## src/rtl/wcr_pkg.sv

```systemverilog
package wcr_pkg;
    localparam logic [31:0] SNAPSHOT_READ_STATUS_ADDR = 32'h4000_1488;
    localparam logic [15:0] STATUS_RESET = 16'h7900;
    localparam logic [15:0] GATEWAY_KEY = 16'h9376;
    localparam int PTR_LSB = 9;
    localparam logic [15:0] PTR_FIELD_MASK = 16'h0600;
    localparam logic [15:0] FRACTION_MASK = 16'h7fff;
    localparam logic [1:0] PTR_LOW = 2'h0;
    localparam logic [1:0] PTR_HIGH = 2'h1;
    localparam logic [1:0] PTR_FRACTION = 2'h2;

    typedef struct packed {
        logic [15:0] high;
        logic [15:0] low;
        logic [15:0] fraction;
    } wcr_count_t;
endpackage : wcr_pkg

```

## src/rtl/wcr_count_read.sv

```systemverilog
`timescale 1ns/1ps
module wcr_count_read
(
    // Clock and control
    input wire logic clock,
    input wire logic sys_rst,
    input wire logic clock_en,
    // Live count words from the wakeup timer
    input wire wcr_pkg::wcr_count_t live_count,
    // Count read port strobe
    input wire logic count_port_rd,
    // Key gateway register write
    input wire logic gateway_wr,
    input wire logic [15:0] gateway_wdata,
    // Read data
    output logic [15:0] count_rd_data,
    output logic [15:0] snapshot_read_status
);

    logic [1:0] ptr_reg, ptr_next;
    logic [15:0] hold_high_reg, hold_high_next;
    logic [15:0] hold_frac_reg, hold_frac_next;
    logic [15:0] rd_data_reg, rd_data_next;
    logic key_hit;

    // Wrap skips the unused code so a stray value cannot persist
    function automatic logic [1:0] ptr_step(input logic [1:0] ptr);
        if (ptr == wcr_pkg::PTR_FRACTION)
        begin
            ptr_step = wcr_pkg::PTR_LOW;
        end
        else
        begin
            ptr_step = ptr + 2'h1;
        end
    endfunction : ptr_step

    // Reserved bits are constants, only the pointer field is live
    function automatic logic [15:0] status_word(input logic [1:0] ptr);
        logic [15:0] field;
        field = 16'(ptr) << wcr_pkg::PTR_LSB;
        status_word = (wcr_pkg::STATUS_RESET & ~wcr_pkg::PTR_FIELD_MASK)
            | (field & wcr_pkg::PTR_FIELD_MASK);
    endfunction : status_word

    assign key_hit = gateway_wr && (gateway_wdata == wcr_pkg::GATEWAY_KEY);

    always_comb
    begin
        ptr_next = ptr_reg;
        hold_high_next = hold_high_reg;
        hold_frac_next = hold_frac_reg;
        rd_data_next = rd_data_reg;
        if (count_port_rd)
        begin
            case (ptr_reg)
                wcr_pkg::PTR_LOW:
                begin
                    rd_data_next = live_count.low;
                    hold_high_next = live_count.high;
                    hold_frac_next = live_count.fraction & wcr_pkg::FRACTION_MASK;
                    ptr_next = wcr_pkg::PTR_HIGH;
                end
                wcr_pkg::PTR_HIGH:
                begin
                    rd_data_next = hold_high_reg;
                    ptr_next = wcr_pkg::PTR_FRACTION;
                end
                wcr_pkg::PTR_FRACTION:
                begin
                    rd_data_next = hold_frac_reg;
                    ptr_next = wcr_pkg::PTR_LOW;
                end
                default:
                begin
                    // Unreachable code, recover to the start
                    rd_data_next = 16'h0000;
                    ptr_next = wcr_pkg::PTR_LOW;
                end
            endcase
        end
        // key clears pointer
        // Key wins over a read in the same cycle so software restart is certain
        if (key_hit)
        begin
            ptr_next = wcr_pkg::PTR_LOW;
        end
    end

    always_ff @(posedge clock)
    begin
        if (sys_rst)
        begin
            ptr_reg <= wcr_pkg::PTR_LOW;
            hold_high_reg <= 16'h0000;
            hold_frac_reg <= 16'h0000;
            rd_data_reg <= 16'h0000;
        end
        else if (clock_en)
        begin
            ptr_reg <= ptr_next;
            hold_high_reg <= hold_high_next;
            hold_frac_reg <= hold_frac_next;
            rd_data_reg <= rd_data_next;
        end
    end

    assign count_rd_data = rd_data_reg;

    assign snapshot_read_status = status_word(ptr_reg);

    // Reads count only while the enable is high
    logic rd_go;
    assign rd_go = clock_en && count_port_rd;
endmodule : wcr_count_read

```

## config.mk

```make
export PLATFORM = sky130hd
export DESIGN_NAME = wcr_count_read
export DESIGN_NICKNAME = d
export VERILOG_FILES = /design/src/rtl/wcr_pkg.sv /design/src/rtl/wcr_count_read.sv
export SDC_FILE = /design/constraint.sdc
export NUM_CORES = 1
export LEC_CHECK = 0
export CORE_ASPECT_RATIO = 1.25
export CORE_UTILIZATION = 30
export CTS_CLUSTER_DIAMETER = 50
export CTS_CLUSTER_SIZE = 20
export DETAILED_ROUTE_END_ITERATION = 6
export DONT_BUFFER_PORTS = 1
export GPL_ROUTABILITY_DRIVEN = 0
export PLACE_DENSITY_LB_ADDON = 0.2
export SKIP_LAST_GASP = 1
export SYNTH_ARGS = -nofsm -noshare
export SYNTH_HDL_FRONTEND = slang
export SYNTH_SLANG_ARGS = --single-unit
```

## constraint.sdc

```tcl
create_clock -name clock -period 2 [get_ports clock]
set_clock_uncertainty 0.2 [all_clocks]
set_input_delay 0.6 -clock clock [delete_from_list [all_inputs] [get_ports clock]]
set_output_delay 0.6 -clock clock [all_outputs]
set_load 0.01 [all_outputs]
```

==> results by group <==
Die
  • Die Y: 98.1 microns
  • Initial Utilization: 31.4%
  • Core ar.: roughly 7000 sq um
  • Row cnt: 34
  • Die X: a little under 80 microns
  • Boundary Pins: roughly 100
  • Die area: 7730 sq um

Placement
  • Number of port buffers: 0
  • Post-DP HPWL: around 3600 microns

Hold path
  • Hold Path Class: input port to flip-flop
  • Hold path depth: 1
  • Endpoint, Worst Hold: hold_high_reg[3]
  • Min-delay src: sys_rst

Power and ir drop
  • VDD IR-drop max: ~0.00027 V
  • Power Dens Cells: ~850 nW/um^2
  • LEAKAGE: ~0.00085 uW

Worst setup path
  • CP Capture Type: flip-flop
  • Worst EP arrival: between 1500 and 2000 ps
  • Reg-to-Reg End: count_rd_data[10]
  • WP data required: about 2000 ps
  • Worst R2R Start: ptr_reg[0]
  • Startpoint types: flip-flop
  • R2r setup slk: between 200 and 300 ps
  • Critical path class: flip-flop to flip-flop
  • Reg2Reg Depth: 3
  • Crit-path max FO: 15

Route
  • Drt drc: 0
  • Wire per inst: 15.9 microns
  • Initial DRC Count: around 100
  • Routed Antenna Nets: 0
  • Via-to-Cell Ratio: around 5
  • Drt pass-1 iters: 3
  • Via count: 1726
  • Total wire length: approximately 5500 microns

Final layout
  • Layout cell share with drive strength beyond 1: roughly 5.9%
  • Antenna cells: 0
  • Fin util: between 30% and 40%
  • Layout area overhead: 7.46%
  • # nets final: 323
  • # fillers: between 800 and 900

Clock tree
  • Post-CTS Setup Repair Bufs: 0
  • CTS H-tree lvls: 2
  • CTS tree: yes
  • Skew-Pair Late Insertion Delay: approximately 290 ps
  • CTS sink count: slightly below 50
  • Clock Tree Root: clkbuf_8
  • Max Root-Sink Buffers: 2
  • Post-CTS Resized: 0
  • TritonCTS Buffers: 5
  • Clk pin slew, worst setup/hold paths: ~90 ps
  • Post-CTS Hold Fix Bufs: 0

Logic synthesis
  • Post-synth top cells: nand2_1 (65), dfxtp_1 (49), a21oi_1 (32)
  • Synth top area share: roughly 44%
  • Sequential share of the synthesized area: roughly 44%
  • Ys async rst share: 0%
  • Yosys cell types: 26
  • Post-synth EDFFs: 0
  • Largest cells by area after synthesis: dfxtp_1 (44%), nand2_1 (11%), a21oi_1 (7.2%)
  • Syn avg cell area: approximately 8.5 sq um
  • Post-synth top area cell: dfxtp_1
  • Post-synth top flop: dfxtp_1
  • Cells after synthesis: approximately 260
  • Most frequent cell after synthesis: nand2_1
  • Syn Std Cell Area: 2210 sq um
  • Ys Warns: 0
  • Synth Register Bits: between 40 and 50

Global routing
  • Initial antenna violation count: 0
  • Global route total overflow: 0
  • Vias in the first global route: around 1700
  • Largest net degree at the start of global routing: 50
  • GRT Total Usage: between 10% and 20%
  • First-pass GRT wire length: 8660 microns

Run status
  • Status: finished, final reports clean

Timing
  • Pins over their slew limit: 0
  • Max Fclk: ~570 MHz
  • Final hold vios: 0
  • Max transition margin: a little under three fifths
  • Minimum clock period: ~1700 ps
  • Worst-Margin Slew: roughly 660 ps
  • Fin crit share: 87.4%
  • Setup TNS: 0 ps
  • Setup Viol. Count Final: 0
  • Unrepaired setup endpoints after global routing: false

Job
  • MaxCap Viol Count: 0
==> logic make-up after synthesis <==
| logic type | share of synthesized area (%) |
|---|---|
| buf+inv | 8.98 |
| flops | 44.3 |
| compound gates | 20.4 |
| other cells | 0.339 |
| simple gates | 18.8 |
| mux | 7.23 |
==> worst max-delay path by stage <==
stage                 startpoint                end  slack, ps
5_1_grt               ptr_reg[0]   count_rd_data[7]        130
3_5_place_dp   gateway_wdata[11]         ptr_reg[1]        120
4_1_cts               ptr_reg[0]  count_rd_data[10]        210
2_1_floorplan  gateway_wdata[11]         ptr_reg[0]        240
3_3_place_gp   gateway_wdata[11]         ptr_reg[1]        140
6_report              ptr_reg[0]  count_rd_data[10]        250
==> power by group <==
group,switching (uW),internal (uW)
Clock,334,408
Combinational,117,98.9
Sequential,43.5,1030
==> routing by layer <==
layer | part of all wire, % | wire [microns] | GRT usage, % | up-vias
li1 | - | - | - | 861
met1 | 43 | 2350 | 17.6 | 797
met2 | 50 | 2750 | 25.2 | 63
met3 | 5.9 | 326 | 3.64 | 5
met4 | 1.0 | 57 | 4.62 | 0
met5 | 0 | 0 | 0 | -
==> layout by cell type, fill, tap and decap left out, types with 3 or more instances in the layout <==
cell type | netlist | final
buf_4 | 15 | 4
clkbuf_8 | 0 | 6
a2bb2oi_1 | 15 | 15
conb_1 | 2 | 14
nand2_1 | 65 | 65
mux2i_1 | 16 | 16
dfxtp_1 | 49 | 49
nor2_1 | 15 | 15
a211oi_1 | 15 | 15
a21oi_1 | 32 | 32
buf_12 | 0 | 3
==> through the flow <==
step | instance area, sq um | hold slack [ps] | total power [uW] | cells | setup WS [ps]
global placement | 2260 | 236 | 1310 | 337 | 137
detailed placement | 2260 | 240 | 1320 | 337 | 124
floorplan | 2260 | 236 | 1290 | 274 | 240
finish | 2380 | 160 | 2030 | 345 | 252
global route | 2380 | 143 | 2130 | 345 | 127
CTS | 2380 | 142 | 2070 | 345 | 210
==> worst max-delay path, cell delays in order, from the launching register on <==
cell and delay (ps):
dfxtp_1 390, and2b_1 650, a2bb2oi_1 180, a211oi_1 240
==> area by class of cell <==
type                    instances  area [sq um]  share of cell area, %
multi-input cells             191          1080                   45.4
flip-flops and latches         49           981                   41.2
well taps                      90           113                   4.73
repair buffers                  7          90.1                   3.79
clock buffers                   7          86.3                   3.63
clock inverters                 1          30.0                   1.26
Note: power is estimated with default switching activity, not from simulation.
